<file path="src/include/dbpc_defines.vh">
// register offsets, field positions and timing counts of the dma bus-cycle and priority block
`ifndef DBPC_DEFINES_VH
`define DBPC_DEFINES_VH
`define DBPC_OFF_CTRL0A  8'h00
`define DBPC_OFF_CTRL0B  8'h04
`define DBPC_OFF_CTRL1A  8'h08
`define DBPC_OFF_CTRL1B  8'h0C
`define DBPC_OFF_MODE    8'h10
`define DBPC_OFF_COUNT0A 8'h14
`define DBPC_OFF_COUNT0B 8'h18
`define DBPC_OFF_COUNT1A 8'h1C
`define DBPC_OFF_COUNT1B 8'h20
`define DBPC_OFF_STATUS  8'h24
`define DBPC_BIT_CHEN    0
`define DBPC_BIT_MEN     1
`define DBPC_BIT_IRQEN   2
`define DBPC_BIT_EXTREQ  3
`define DBPC_BIT_LEVEL   4
`define DBPC_BIT_BURST   5
`define DBPC_BIT_BLOCK   6
`define DBPC_BIT_INTSRC  7
`define DBPC_MODE_FULL0  0
`define DBPC_MODE_FULL1  1
`define DBPC_REQ_WAIT_NS 40
`define DBPC_CLK_NS      10
`define DBPC_REQ_WAIT    ((`DBPC_REQ_WAIT_NS + `DBPC_CLK_NS - 1) / `DBPC_CLK_NS)
`define DBPC_CTRL_RESET  8'h00
`endif

</file>
<file path="src/hw/dbpc_core.v">
// dma bus-cycle sequencing, channel arbitration, suspend/abort and end-of-transfer interrupts
//
// Chosen here: the Wishbone interface to the registers and the register offsets.
`timescale 1ns/10ps
`include "dbpc_defines.vh"

// Functional notes
// - dead state, then source read, destination write
// - hold bus over read-write pair
// - bus cycles obey area width, wait settings
// - level request keeps transferring while low
// - wait four states; resample after read
// - priority 0A,0B,1A,1B; full: 0 over 1
// - request bus; serve highest requester at grant
// - other channels pending until bus released
// - release after single, cycle-steal, external burst transfers
// - burst holds to end; block to block end
// - higher priority request releases after unit
// - external bus request or refresh yields bus
// - nmi ignored in short-address mode
// - full mode needs both enables; nmi clears master
// - normal full mode resumes when master reset
// - clearing enable halts after current unit
// - reset and standby initialize; sleep continues
// - one end interrupt line per channel, four in all
// - end irq when enable 0, irq enable 1
// - b-channel end irqs off in full mode
// - final count clears channel enable
// - internal source withheld from cpu while enabled
// - enabled but master off drops activations
module dbpc_core #(
  parameter REQ_WAIT = `DBPC_REQ_WAIT
) (
  // system
  input  wire        clk,
  input  wire        nrst,
  input  wire        standby,
  input  wire        nmi,
  // wishbone slave
  input  wire        wbCyc,
  input  wire        wbStb,
  input  wire        wbWe,
  input  wire [7:0]  wbAdr,
  input  wire [3:0]  wbSel,
  input  wire [31:0] wbDatW,
  output reg  [31:0] wbDatR,
  output reg         wbAck,
  // activation sources, one per channel 0A,0B,1A,1B
  input  wire [3:0]  transferRequest_n,
  input  wire [3:0]  internalReq,
  output wire [3:0]  internalReqToCpu,
  output wire [3:0]  internalReqTaken,
  // cpu bus arbitration
  output wire        busRequest,
  input  wire        busGrant,
  input  wire        external_bus_request_n,
  input  wire        refreshRequest,
  input  wire        higherMasterReq,
  // transfer cycles through the bus controller
  output reg         cycRead,
  output reg         cycWrite,
  output reg         cycDead,
  output reg  [1:0]  cycChannel,
  input  wire        cycDone,
  output reg         transferEnd_n,
  // end of transfer interrupts
  output wire        end_irq_ch0_a,
  output wire        end_irq_ch0_b,
  output wire        end_irq_ch1_a,
  output wire        end_irq_ch1_b
);

  localparam ST_IDLE  = 3'd0;
  localparam ST_REQ   = 3'd1;
  localparam ST_DEAD  = 3'd2;
  localparam ST_READ  = 3'd3;
  localparam ST_WRITE = 3'd4;
  // state codes: idle waits for a runnable pending channel,
  // req holds the bus request through the four-state wait,
  // dead is the single idle bus state after the grant,
  // read and write form one unit that keeps the bus
  // across both halves

  reg  [7:0]  ctrl [0:3];
  reg  [15:0] count [0:3];
  reg  [1:0]  fullMode;
  reg  [3:0]  pending;
  reg  [3:0]  reqPrev_n;
  reg  [2:0]  state;
  reg  [1:0]  active;
  reg  [3:0]  waitCnt;
  reg         sampleHold;
  reg  [3:0]  runnable;
  reg  [3:0]  newReq;
  reg         higherPend;
  reg  [1:0]  winner;
  reg         anyWin;
  reg         keepBus;
  reg  [31:0] next_rd;
  integer     i;

  // count register index from the byte address, low bits dropped
  wire [7:0]  cntOff = wbAdr - `DBPC_OFF_COUNT0A;
  wire [1:0]  cntIdx = cntOff[3:2];

  // a channel may run: short mode needs channel enable, full mode both
  // b channels of a full-mode pair never run on their own;
  // the master enable lives in the a register of the pair
  // a cleared enable stops the unit after the current write
  always @* begin
    for (i = 0; i < 4; i = i + 1) begin
      if (fullMode[i / 2]) begin
        runnable[i] = ctrl[i][`DBPC_BIT_CHEN] && ctrl[i & 2][`DBPC_BIT_MEN] && !i[0];
      end else begin
        runnable[i] = ctrl[i][`DBPC_BIT_CHEN];
      end
    end
  end

  // activation events per channel: edge, level or internal source
  // the pin is not looked at between the grant and the end
  // of the read; edge mode needs high then low on two edges
  // auto-request channels always ask
  always @* begin
    for (i = 0; i < 4; i = i + 1) begin
      if (ctrl[i][`DBPC_BIT_INTSRC]) begin
        newReq[i] = internalReq[i];
      end else if (!ctrl[i][`DBPC_BIT_EXTREQ]) begin
        newReq[i] = 1'b1; // auto-request
      end else if (ctrl[i][`DBPC_BIT_LEVEL]) begin
        newReq[i] = !transferRequest_n[i] && !sampleHold;
      end else begin
        newReq[i] = reqPrev_n[i] && !transferRequest_n[i] && !sampleHold;
      end
    end
  end

  // internal sources are never marked taken; internalReqTaken is held at zero
  assign internalReqTaken = internalReq & runnable & pending & ~pending; // no auto-clear flag here
  genvar g;
  generate
    for (g = 0; g < 4; g = g + 1) begin : gIrq
      assign internalReqToCpu[g] = internalReq[g] &
        !(ctrl[g][`DBPC_BIT_INTSRC] && ctrl[g][`DBPC_BIT_CHEN]);
    end
  endgenerate

  // fixed priority pick, lowest index wins
  always @* begin
    winner = 2'd0;
    anyWin = 1'b0;
    for (i = 3; i >= 0; i = i - 1) begin
      if (pending[i] && runnable[i]) begin
        winner = i[1:0];
        anyWin = 1'b1;
      end
    end
  end

  // a higher-priority channel waits
  always @* begin
    higherPend = 1'b0;
    for (i = 0; i < 4; i = i + 1) begin
      if (i < active && pending[i] && runnable[i]) begin
        higherPend = 1'b1;
      end
    end
  end

  // decide whether the bus is kept after the current unit
  // short mode and cycle-steal give the bus back after each unit;
  // competing masters, refresh and higher channels force a release
  // as does the last unit of a transfer
  always @* begin
    keepBus = !fullMode[active / 2] ? 1'b0 :
              (ctrl[active][`DBPC_BIT_BURST] && !ctrl[active][`DBPC_BIT_EXTREQ]) ||
              ctrl[active][`DBPC_BIT_BLOCK];
    if (higherPend || higherMasterReq || !external_bus_request_n || refreshRequest) begin
      keepBus = 1'b0;
    end
    if (!runnable[active] || count[active] == 16'h0001) begin
      keepBus = 1'b0;
    end
  end

  // the request stands from the wait until the unit ends;
  // once granted it follows the grant so the arbiter stays in step
  assign busRequest = (state == ST_REQ) || ((state != ST_IDLE) && busGrant);

  // bus cycle sequencer
  // standby is treated as reset so nothing runs on after it
  // the grant is only taken once the wait count has run out,
  // which keeps a fast arbiter from shortening the wait
  // pending bits of the active channel are resampled at the
  // end of the read, so a level request keeps its channel busy
  // a burst goes straight from write back to read, no dead state
  always @(posedge clk) begin
    if (!nrst || standby) begin
      state         <= ST_IDLE;
      active        <= 2'd0;
      waitCnt       <= 4'h0;
      sampleHold    <= 1'b0;
      pending       <= 4'h0;
      reqPrev_n     <= 4'hF;
      cycRead       <= 1'b0;
      cycWrite      <= 1'b0;
      cycDead       <= 1'b0;
      cycChannel    <= 2'd0;
      transferEnd_n <= 1'b1;
    end else begin
      reqPrev_n <= transferRequest_n;
      // pending requests collect, masked by enables
      pending <= (pending | newReq) & runnable;
      case (state)
        ST_IDLE: begin
          if (anyWin) begin
            state   <= ST_REQ;
            waitCnt <= 4'h0;
          end
        end
        ST_REQ: begin
          if (waitCnt < REQ_WAIT[3:0]) begin
            waitCnt <= waitCnt + 4'h1;
          end
          if (!anyWin) begin
            state <= ST_IDLE;
          end else if (busGrant && waitCnt >= REQ_WAIT[3:0]) begin
            active     <= winner;
            cycChannel <= winner;
            cycDead    <= 1'b1;
            sampleHold <= 1'b1;
            state      <= ST_DEAD;
          end
        end
        ST_DEAD: begin
          cycDead <= 1'b0;
          cycRead <= 1'b1;
          state   <= ST_READ;
        end
        ST_READ: begin
          if (cycDone) begin
            cycRead    <= 1'b0;
            cycWrite   <= 1'b1;
            sampleHold <= 1'b0;
            pending[active] <= newReq[active];
            transferEnd_n <= !(count[active] == 16'h0001);
            state      <= ST_WRITE;
          end
        end
        ST_WRITE: begin
          if (cycDone) begin
            cycWrite      <= 1'b0;
            transferEnd_n <= 1'b1;
            if (keepBus && runnable[active]) begin
              cycRead <= 1'b1;
              state   <= ST_READ;
            end else begin
              state <= ST_IDLE;
            end
          end
        end
        default: state <= ST_IDLE;
      endcase
    end
  end

  // registers: control, mode, counts; hardware clears enables
  // a hardware clear of the channel enable at the final count
  // is written after the bus write, so it wins in the same cycle
  // nmi clears the master enable of full-mode pairs only;
  // short-mode channels carry no master enable
  // writes land on the edge where the strobe is first seen
  always @(posedge clk) begin
    if (!nrst || standby) begin
      for (i = 0; i < 4; i = i + 1) begin
        ctrl[i]  <= `DBPC_CTRL_RESET;
        count[i] <= 16'h0000;
      end
      fullMode <= 2'b00;
    end else begin
      if (wbCyc && wbStb && wbWe && !wbAck) begin
        if (wbAdr == `DBPC_OFF_MODE && wbSel[0]) begin
          fullMode <= wbDatW[1:0];
        end else if (wbAdr[7:4] == 4'h0 && wbSel[0]) begin
          ctrl[wbAdr[3:2]] <= wbDatW[7:0];
        end else if (wbAdr >= `DBPC_OFF_COUNT0A && wbAdr <= `DBPC_OFF_COUNT1B) begin
          if (wbSel[0]) count[cntIdx] <= {count[cntIdx][15:8], wbDatW[7:0]};
          if (wbSel[1]) count[cntIdx] <= {wbDatW[15:8], wbSel[0] ? wbDatW[7:0] : count[cntIdx][7:0]};
        end
      end
      if (state == ST_WRITE && cycDone) begin
        count[active] <= count[active] - 16'h0001;
        if (count[active] == 16'h0001) begin
          ctrl[active][`DBPC_BIT_CHEN] <= 1'b0;
        end
      end
      for (i = 0; i < 4; i = i + 2) begin
        if (nmi && fullMode[i / 2]) begin
          ctrl[i][`DBPC_BIT_MEN] <= 1'b0;
        end
      end
    end
  end

  // readback mux
  // unmapped addresses read as zero
  // status shows pending bits and the sequencer state
  always @* begin
    next_rd = 32'h00000000;
    if (wbAdr == `DBPC_OFF_MODE) begin
      next_rd = {30'h00000000, fullMode};
    end else if (wbAdr == `DBPC_OFF_STATUS) begin
      next_rd = {24'h000000, pending, 1'b0, state};
    end else if (wbAdr[7:4] == 4'h0) begin
      next_rd = {24'h000000, ctrl[wbAdr[3:2]]};
    end else if (wbAdr >= `DBPC_OFF_COUNT0A && wbAdr <= `DBPC_OFF_COUNT1B) begin
      next_rd = {16'h0000, count[cntIdx]};
    end
  end

  // wishbone ack, one cycle after the strobe, unmapped reads zero
  // read data is registered every cycle so it stands with ack;
  // a held strobe gets one ack, then a gap
  always @(posedge clk) begin
    if (!nrst) begin
      wbAck  <= 1'b0;
      wbDatR <= 32'h00000000;
    end else begin
      wbAck  <= wbCyc && wbStb && !wbAck;
      wbDatR <= next_rd;
    end
  end

  // end-of-transfer interrupts, independent of master enable
  // the lines are plain levels from the enables; the interrupt
  // controller ranks them 0a, 0b, 1a, 1b
  // b lines are masked while their pair runs in full mode
  assign end_irq_ch0_a = !ctrl[0][`DBPC_BIT_CHEN] && ctrl[0][`DBPC_BIT_IRQEN];
  assign end_irq_ch0_b = !ctrl[1][`DBPC_BIT_CHEN] && ctrl[1][`DBPC_BIT_IRQEN] && !fullMode[0];
  assign end_irq_ch1_a = !ctrl[2][`DBPC_BIT_CHEN] && ctrl[2][`DBPC_BIT_IRQEN];
  assign end_irq_ch1_b = !ctrl[3][`DBPC_BIT_CHEN] && ctrl[3][`DBPC_BIT_IRQEN] && !fullMode[1];

endmodule

</file>
<file path="config.mk">
export PLATFORM = sky130hd
export DESIGN_NAME = dbpc_core
export DESIGN_NICKNAME = d
export VERILOG_FILES = /design/src/hw/dbpc_core.v
export VERILOG_INCLUDE_DIRS = /design/src /design/src/include
export SDC_FILE = /design/constraint.sdc
export NUM_CORES = 1
export LEC_CHECK = 0
export ABC_AREA = 1
export BUFFER_PORTS_ARGS = -buffer_cell sky130_fd_sc_hd__clkbuf_2
export CORE_ASPECT_RATIO = 1.75
export CORE_MARGIN = 8
export CORE_UTILIZATION = 63
export DETAILED_ROUTE_END_ITERATION = 6
export PLACE_DENSITY_LB_ADDON = 0.3
export SYNTH_ARGS = -nofsm -noshare
export SYNTH_HDL_FRONTEND = slang
export SYNTH_SLANG_ARGS = --single-unit
</file>
<file path="constraint.sdc">
create_clock -name clk -period 11.2 [get_ports clk]
set_input_delay 1.68 -clock clk [delete_from_list [all_inputs] [get_ports clk]]
set_output_delay 1.68 -clock clk [all_outputs]
set_load 0.005 [all_outputs]
</file>
==> summary by stage, run 1 <==
Outcome
The run finished with clean final reports.

Detailed routing
The violation count after the first detailed-route iteration is 882. The post-detailed-route DRC marker count is 0. The via count normalized by instance count is about 6.1. The first detailed-routing pass ran for 5 iterations. Across all layers, the routed design uses 8464 vias. The wire length after detailed routing is 27.33 mm. The detail-routed net length per standard cell is 19.76 um. In this run the remaining antenna-violating nets after routing total 0.

Synthesis
The count of unique library cells instantiated by Yosys is 49. The number of instances in the synthesized netlist is about 1100. Among all flip-flop cells after synthesis, the most frequent one is edfxtp_1.

The synthesized design contains 92 enable-type register cells. For this run, the number of Yosys warnings is 0. In this run the mean area of a mapped cell was approximately 7.5 um2. The synthesized design contains 139 register bits. The mapped netlist covers 0.008568 mm2.

After synthesis, the share of flip-flops with an asynchronous set or reset is 0%. The part of the Yosys area used for sequential elements is between 40% and 50%.

Pwr
In this run the static leakage power is 0.004105 uW. Power spread over the standard cell area amounts to 136.5 mW/mm2. The peak supply drop is 142.0 uV.

Critical path
Data on the critical path arrives at its endpoint at roughly 5 ns. The maximum fanout along the worst path is 67. The register-to-register setup slack is 8.07 ns.

The worst setup path is of the input pin to register kind. The worst register-to-register path has a depth of 10. The endpoint identified for the worst register-to-register timing path is count[3][0]. The worst setup path is captured at a register. The startpoint kind of the worst setup timing path is an input pin.

The worst path required time is around 11 ns. The startpoint of the worst register-to-register path is state[0].

CTS
The clock tree from TritonCTS is done. The TritonCTS sink count is 139. The clock tree synthesis step divided the H-tree into 4 levels. TritonCTS created 17 clock buffers.

The post-CTS setup repair buffer count is 0. The maximum root-to-sink buffer count is 2. The clock transition at the registers of the reported paths is 0.06 ns.

The number of cells upsized or downsized after cts is 0. Hold repair after CTS inserted 0 buffers. The clock latency reported for the late side of the worst-skew pair is 0.43 ns. Clock tree synthesis selected as its root buffer the cell clkbuf_16.

Cells and area
Compared with the post-synthesis result, the final layout area differs by 11.00%. The number of antenna diodes in the final layout is 0. The most common cell after layout, fill and taps aside is nand2_1. The library cells used most frequently in the layout, excluding fill and tap cells, are nand2_1 (320), nor2_1 (120), inv_1 (101). Of the cells placed in the final design, the portion with a size suffix greater than 1 is 14.47%.

The number of nets in the finished design is about 1300.

GRT
The pin count of the biggest net entering global routing is 68. The number of antenna violations at the first check in global routing was 0. The overall routing resource usage is 31.14%. The first-pass GRT wire length is approximately 43 mm.

The total grt overflow is 0. The number of global-route vias before repair came to 8541.

Floorplanning
The floorplan step defined a die boundary enclosing approximately 0.018 mm2. The area of the core is 0.01338 mm2. The placement row count is 56.

The starting density of the core is 64.02%. The floorplan step set the die height to approximately 170 um. The number of primary I/O pins is 116. The horizontal die dimension is 104.2 um.

Place
The worst slack after detailed placement is 5.845 ns. Port buffering added between 70 and 80 buffers. Routability-driven placement finished with a final weighted congestion of 0.9224. The half-perimeter wire length of the detailed placement result is 18.69 mm.

STA
Setup violations remaining at the end of the flow were counted as 0. The post-layout worst setup margin is 6.185 ns. The worst setup skew after layout is 0.006560 ns. The fraction of the cycle the final worst path needs is ~45%. The slew at the pin closest to its max-slew limit is 1.184 ns. Setup repair after global routing left no endpoint under its margin. The final count of pins violating max slew is 0. The number of hold violations in the final report is 0. The final-layout setup total negative slack is 0 ns.

The achievable clock frequency is 0.1994 GHz. The time the final worst path needs with I/O delays and setup is 5.015 ns. The relative slew slack is approximately a fifth.

Hold path
The number of cells traversed by the worst hold path is 2. The beginning of the worst hold path is cycRead. The end of the worst hold path is cycRead. The path class of the tightest hold or removal check is register to register.

Job
Across the run, the number of max-cap violations was 0.
## per-layer routing
| metal | vias to the layer above | GRT usage, % | part of all wire (%) |
|---|---|---|---|
| met5 | - | 0 | 0 |
| met4 | 0 | 25.52 | 7.4 |
| met3 | 157 | 7.573 | 10 |
| met2 | 615 | 54.90 | 51 |
| met1 | 3810 | 30.50 | 31 |
| li1 | 3882 | - | - |
## flip-flops by register name, indices dropped and copies added (netlist names), named ones only
signal and count:
count 64, ctrl 32, wbDatR 16, pending 4, reqPrev_n 4, waitCnt 4, state 3, active 2
fullMode 2, cycDead 1, cycRead 1, cycWrite 1, sampleHold 1, transferEnd_n 1, wbAck 1
## through the flow
stage	cells	utilization (%)	total power, uW	hold slack [ns]	area (um2)
floorplan	1157	-	659.9	0.4217	8640
CTS	1383	71.06	1292	0.4618	9510
detailed placement	1351	66.33	693.9	0.4524	8877
finish	1383	71.06	1298	0.4562	9510
global route	1383	71.06	1332	0.4896	9510
global placement	1351	66.33	691.5	0.4357	8877
## how the worst max path moves through the flow
stage          startpoint           to  depth (start not counted)
2_1_floorplan    wbAdr[2]  count[1][0]                         14
3_3_place_gp     wbAdr[2]  count[2][4]                          7
3_5_place_dp     wbAdr[2]  count[2][3]                          7
4_1_cts          wbAdr[2]  count[2][4]                          7
5_1_grt          wbAdr[2]  count[2][9]                          7
6_report         wbAdr[2]  count[2][4]                          7
## area by class of cell
cell class | count | area (um2)
clock inverter | 13 | 190.2
clock buffer | 19 | 442.9
inverter | 107 | 406.6
multi-input combinational | 848 | 4119
sequential | 139 | 3704
tap | 174 | 217.7
fill | 1028 | 3872
timing repair buffer | 83 | 430.4
## synthesized netlist by cell type (2+ instances only)
cell type / n / area, um2
o211ai_1: 11 / 82.58
dfxtp_1: 47 / 940.9
inv_1: 101 / 379.1
nor3_1: 4 / 20.02
a32oi_1: 4 / 35.03
nand3_2: 6 / 60.06
buf_4: 24 / 180.2
o22ai_1: 6 / 37.54
clkbuf_1: 13 / 48.80
o21ai_1: 20 / 100.1
nand4_1: 13 / 81.33
buf_1: 4 / 15.01
nor2_2: 8 / 50.05
inv_4: 2 / 12.51
a21oi_1: 54 / 270.3
nand4_2: 4 / 50.05
nand2_4: 2 / 22.52
xor2_1: 6 / 52.55
nor2_1: 120 / 450.4
o21ai_0: 86 / 430.4
buf_6: 9 / 101.4
buf_2: 13 / 65.06
o21a_1: 2 / 15.01
or2_2: 15 / 93.84
a32o_1: 9 / 90.09
a21boi_0: 5 / 37.54
nand2_1: 320 / 1201
edfxtp_1: 92 / 2763
ha_1: 7 / 87.58
nor2_4: 6 / 67.56
xnor2_1: 3 / 26.28
inv_2: 4 / 15.01
nand3b_1: 2 / 15.01
a31oi_1: 5 / 31.28
a211oi_1: 2 / 15.01
nand2_2: 9 / 56.30
nand3_1: 88 / 440.4
## critical path: stages
cell	delay, ns
clkbuf_2	0.08
buf_4	0.58
inv_1	0.14
ha_1	0.59
inv_1	0.62
nand3_1	0.33
nand3_1	0.81
## power breakdown
| part | leakage, uW | internal [uW] | switching, uW | total [uW] |
|---|---|---|---|---|
| clock | 0.000297 | 380 | 229 | 609 |
| combinational | 0.00240 | 35.8 | 82.9 | 119 |
| sequential | 0.00140 | 561 | 8.44 | 570 |
## kinds of logic (layout without fill, tap and decap cells)
kind of cell | count (synthesis) | in the layout | share of synthesized area (%)
buffers and inverters | 170 | 222 | 9.535
DFF | 139 | 139 | 43.22
other | 1 | 20 | 0.04377
xor gates and xnor gates | 10 | 10 | 1.110
adders and majority gates | 7 | 7 | 1.022
AOI/OAI and AO/OA | 209 | 209 | 13.86
and+or+nand+nor | 602 | 602 | 31.21
Note: power is estimated with default switching activity, not from simulation.
==> run 2: changes to the inputs <==
--- a/config.mk
+++ b/config.mk
@@ -10,7 +10,7 @@
 export BUFFER_PORTS_ARGS = -buffer_cell sky130_fd_sc_hd__clkbuf_2
 export CORE_ASPECT_RATIO = 1.75
 export CORE_MARGIN = 8
-export CORE_UTILIZATION = 63
+export CORE_UTILIZATION = 53
 export DETAILED_ROUTE_END_ITERATION = 6
 export PLACE_DENSITY_LB_ADDON = 0.3
 export SYNTH_ARGS = -nofsm -noshare
==> constraint.sdc (replaced) <==
create_clock -name clk -period 4.42 [get_ports clk]
set_input_delay 0.663 -clock clk [delete_from_list [all_inputs] [get_ports clk]]
set_output_delay 0.663 -clock clk [all_outputs]
set_load 0.005 [all_outputs]
==> run 2 against run 1 <==
Global-route usage fell by 4.0 points. Combinational power rose to 2.6 times the previous value. Clock power rose by 120%. Sequential cell count did not move. Wire length rose by 1.5%. Core utilization fell by 11 points. Critical path depth rose by 5. Sequential share of layout area did not move. Cell count rose by 1.7%. Via count rose by 0.40%. Critical path type unchanged. Largest cell class unchanged.
==> summary by stage, run 2 (synthesis gave the netlist of run 1 again) <==
GRT
The total grt overflow is 0. The pin count of the biggest net entering global routing is 45. The first global-routing pass estimated around 43 mm of wire. The global-route track usage on met1 is 25.60%. Global routing used about 4.8% of the available met3 tracks. The number of global-route vias before repair came to 8453. The busiest layer in global routing is met2. The met2 routing resource usage after global routing is about half. The overall routing resource usage is between 20% and 30%. The number of antenna violations at the first check in global routing is 0.

Detailed routing
The via count of the routed design is 8498. In this run, the number of DRC markers left after iteration 0 of detailed routing was 648. The via count normalized by instance count is 6.044.

After detailed routing, the number of remaining DRC violations is 0. The wire length after detailed routing is 27.75 mm. Dividing the detail-routed wire length by the instance count gives 19.74 um. The remaining antenna violation count is 0. The pre-antenna-repair detailed-routing pass consisted of 5 iterations.

STA
The final count of pins violating max slew is 0. The slew at the pin closest to its max-slew limit is 0.9535 ns. The final critical path takes up around four fifths of the cycle.

The final-layout setup total negative slack is 0 ns. In this run the tightest slew margin relative to its limit is 36.35%. The count of endpoints failing setup in the final report is 0. Setup repair after global routing left no endpoint under its margin. For the finished layout, the period the worst path requires is 3.459 ns. The number of hold violations in the final report is 0. The achievable clock frequency is slightly below 0.3 GHz.

The worst setup skew after layout is approximately 0.013 ns.

Job
Max-cap violations in this run came to 0.

Cells and area
From synthesis to final layout, the design area changed by 11.00%. The register with the most flip-flops in the layout has between 60 and 70 of them. The number of nets in the finished design is roughly 1300. More flip-flops sit in one register than any other, and that register is count. The number of antenna diodes in the final layout is 0. The multi-input combinational cell area is ~0.0041 mm2. The finished layout holds 1406 standard cells, fillers aside. Fill cells in the final layout number 1428. The layout cell share with drive strength beyond 1 is 14.79%. The area of all sequential standard cells is 0.003704 mm2. The share of the core filled with cells is 59.91%. Leaving out fill and tap cells, the most frequent cells in the layout are nand2_1 (320), nor2_1 (120), inv_1 (101). The library cell used most frequently in the layout, excluding fill and tap cells, is nand2_1. The largest registers in the layout are count: 64 flops, ctrl: 32 flops, wbDatR: 16 flops.

CTS
The maximum level of the CTS H-tree is 4. The TritonCTS sink count is 139. Clock tree synthesis inserted a total of 17 buffers. The clock tree from TritonCTS is done. The clock root buffer is clkbuf_16. In this run, post-CTS hold repair placed 0 buffers.

The maximum root-to-sink buffer count is 2. The post-CTS setup repair buffer count is 0. At the later pin of the worst-skew pair, clock insertion delay measures around 0.43 ns. Clock-pin slew was measured on the worst setup and hold paths at 0.06 ns. Once the clock tree was built, the resizer swapped 0 gates to a different size.

Place
The global placer's final weighted congestion is 0.9530. The HPWL after detailed placement is 20.17 mm. The count of input and output buffers is 77. The placed instance count is between 1000 and 1500.

Critical path
The endpoint arrival time on the critical path is roughly 3.6 ns. STA classifies the critical path startpoint as an input pin. The critical path goes through clkbuf_2, inv_1, ha_1, nand2_1, inv_1, nand2_1, nand2_4, nand3b_4, nand2_2, nand2_1, o211ai_1, buf_4. The delay of the slowest critical-path stage is 0.51 ns. The master of the slowest instance on the critical path is o211ai_1.

The maximum fanout along the worst path is 14. Counting stages on the worst path, the most repeated cell is nand2_1. The worst path required time is ~4.5 ns. The worst setup path is captured at a register. The worst setup path is of the input pin to register kind.

Floorplanning
The area of the core is 0.01588 mm2. The height of the die is 184.2 um. The floorplan step defined a die boundary enclosing 0.02065 mm2. The placement row count is 61. The floorplan step set the die width to 112.1 um. Once the floorplan was initialized, standard cells occupied between 50% and 60% of the core.

During I/O placement, the number of pins put on the boundary was around 120.

Pwr
Power spread over the standard cell area amounts to roughly 320 mW/mm2. The peak supply drop is 310.6 uV. The leakage component of the power is 0.004119 uW.

The overall power after layout is 3061 uW.

Outcome
The flow ran to the end, and the final reports show no timing, DRC or antenna violations.

Hold path
The class of the most critical hold timing path is input pin to register.
## run 2: per-layer routing
| metal | up-vias | part of all wire [%] |
|---|---|---|
| met5 | - | 0 |
| met4 | 0 | 6.3 |
| met3 | 136 | 7.9 |
| met2 | 505 | 54 |
| met1 | 3963 | 32 |
| li1 | 3894 | - |
## run 2: path summary, 6_finish.rpt
kind                            cells after the start      endpoint            startpoint  slack [ns]
worst min register to register                      2    waitCnt[3]            waitCnt[3]        0.44
worst max register to register                     11  count[3][14]              register        1.24
worst max-delay path                               12   count[1][4]              wbAdr[3]        0.96
worst min-delay path                                3  reqPrev_n[1]  transferRequest_n[1]        0.44
## run 2: final cells by class
cell class                      count  share of cell area (%)
Clock buffer                       24                   5.184
Clock inverter                      7                  0.4342
Inverter                          107                   4.276
Multi-Input combinational cell    848                   43.31
Sequential cell                   139                   38.94
Tap cell                          189                   2.487
Timing Repair Buffer               92                   5.368
## run 2: through the flow
stage	setup WS, ns	hold WS, ns	area (um2)
2_1_floorplan	0.7661	0.4217	8640
3_3_place_gp	0.7190	0.4321	8976
3_5_place_dp	0.6319	0.4394	8976
4_1_cts	1.057	0.4275	9510
5_1_grt	0.8184	0.4525	9510
6_report	0.9606	0.4366	9510
## run 2: worst max-delay path, delay by kind of cell
kind / cells / cell delay (ns)
AO/OA/AOI/OAI: 1 / 0.51
buffers and inverters: 4 / 1.01
AND/OR/NAND/NOR: 6 / 1.02
adder cells (fa/ha/maj): 1 / 0.34
## run 2: where the power goes
| part | switching (uW) | internal, uW | leakage [uW] |
|---|---|---|---|
| Sequential | 20.9 | 1420 | 0.00140 |
| Combinational | 212 | 97.6 | 0.00245 |
| Clock | 536 | 773 | 0.000261 |
| Total | 768 | 2290 | 0.00412 |
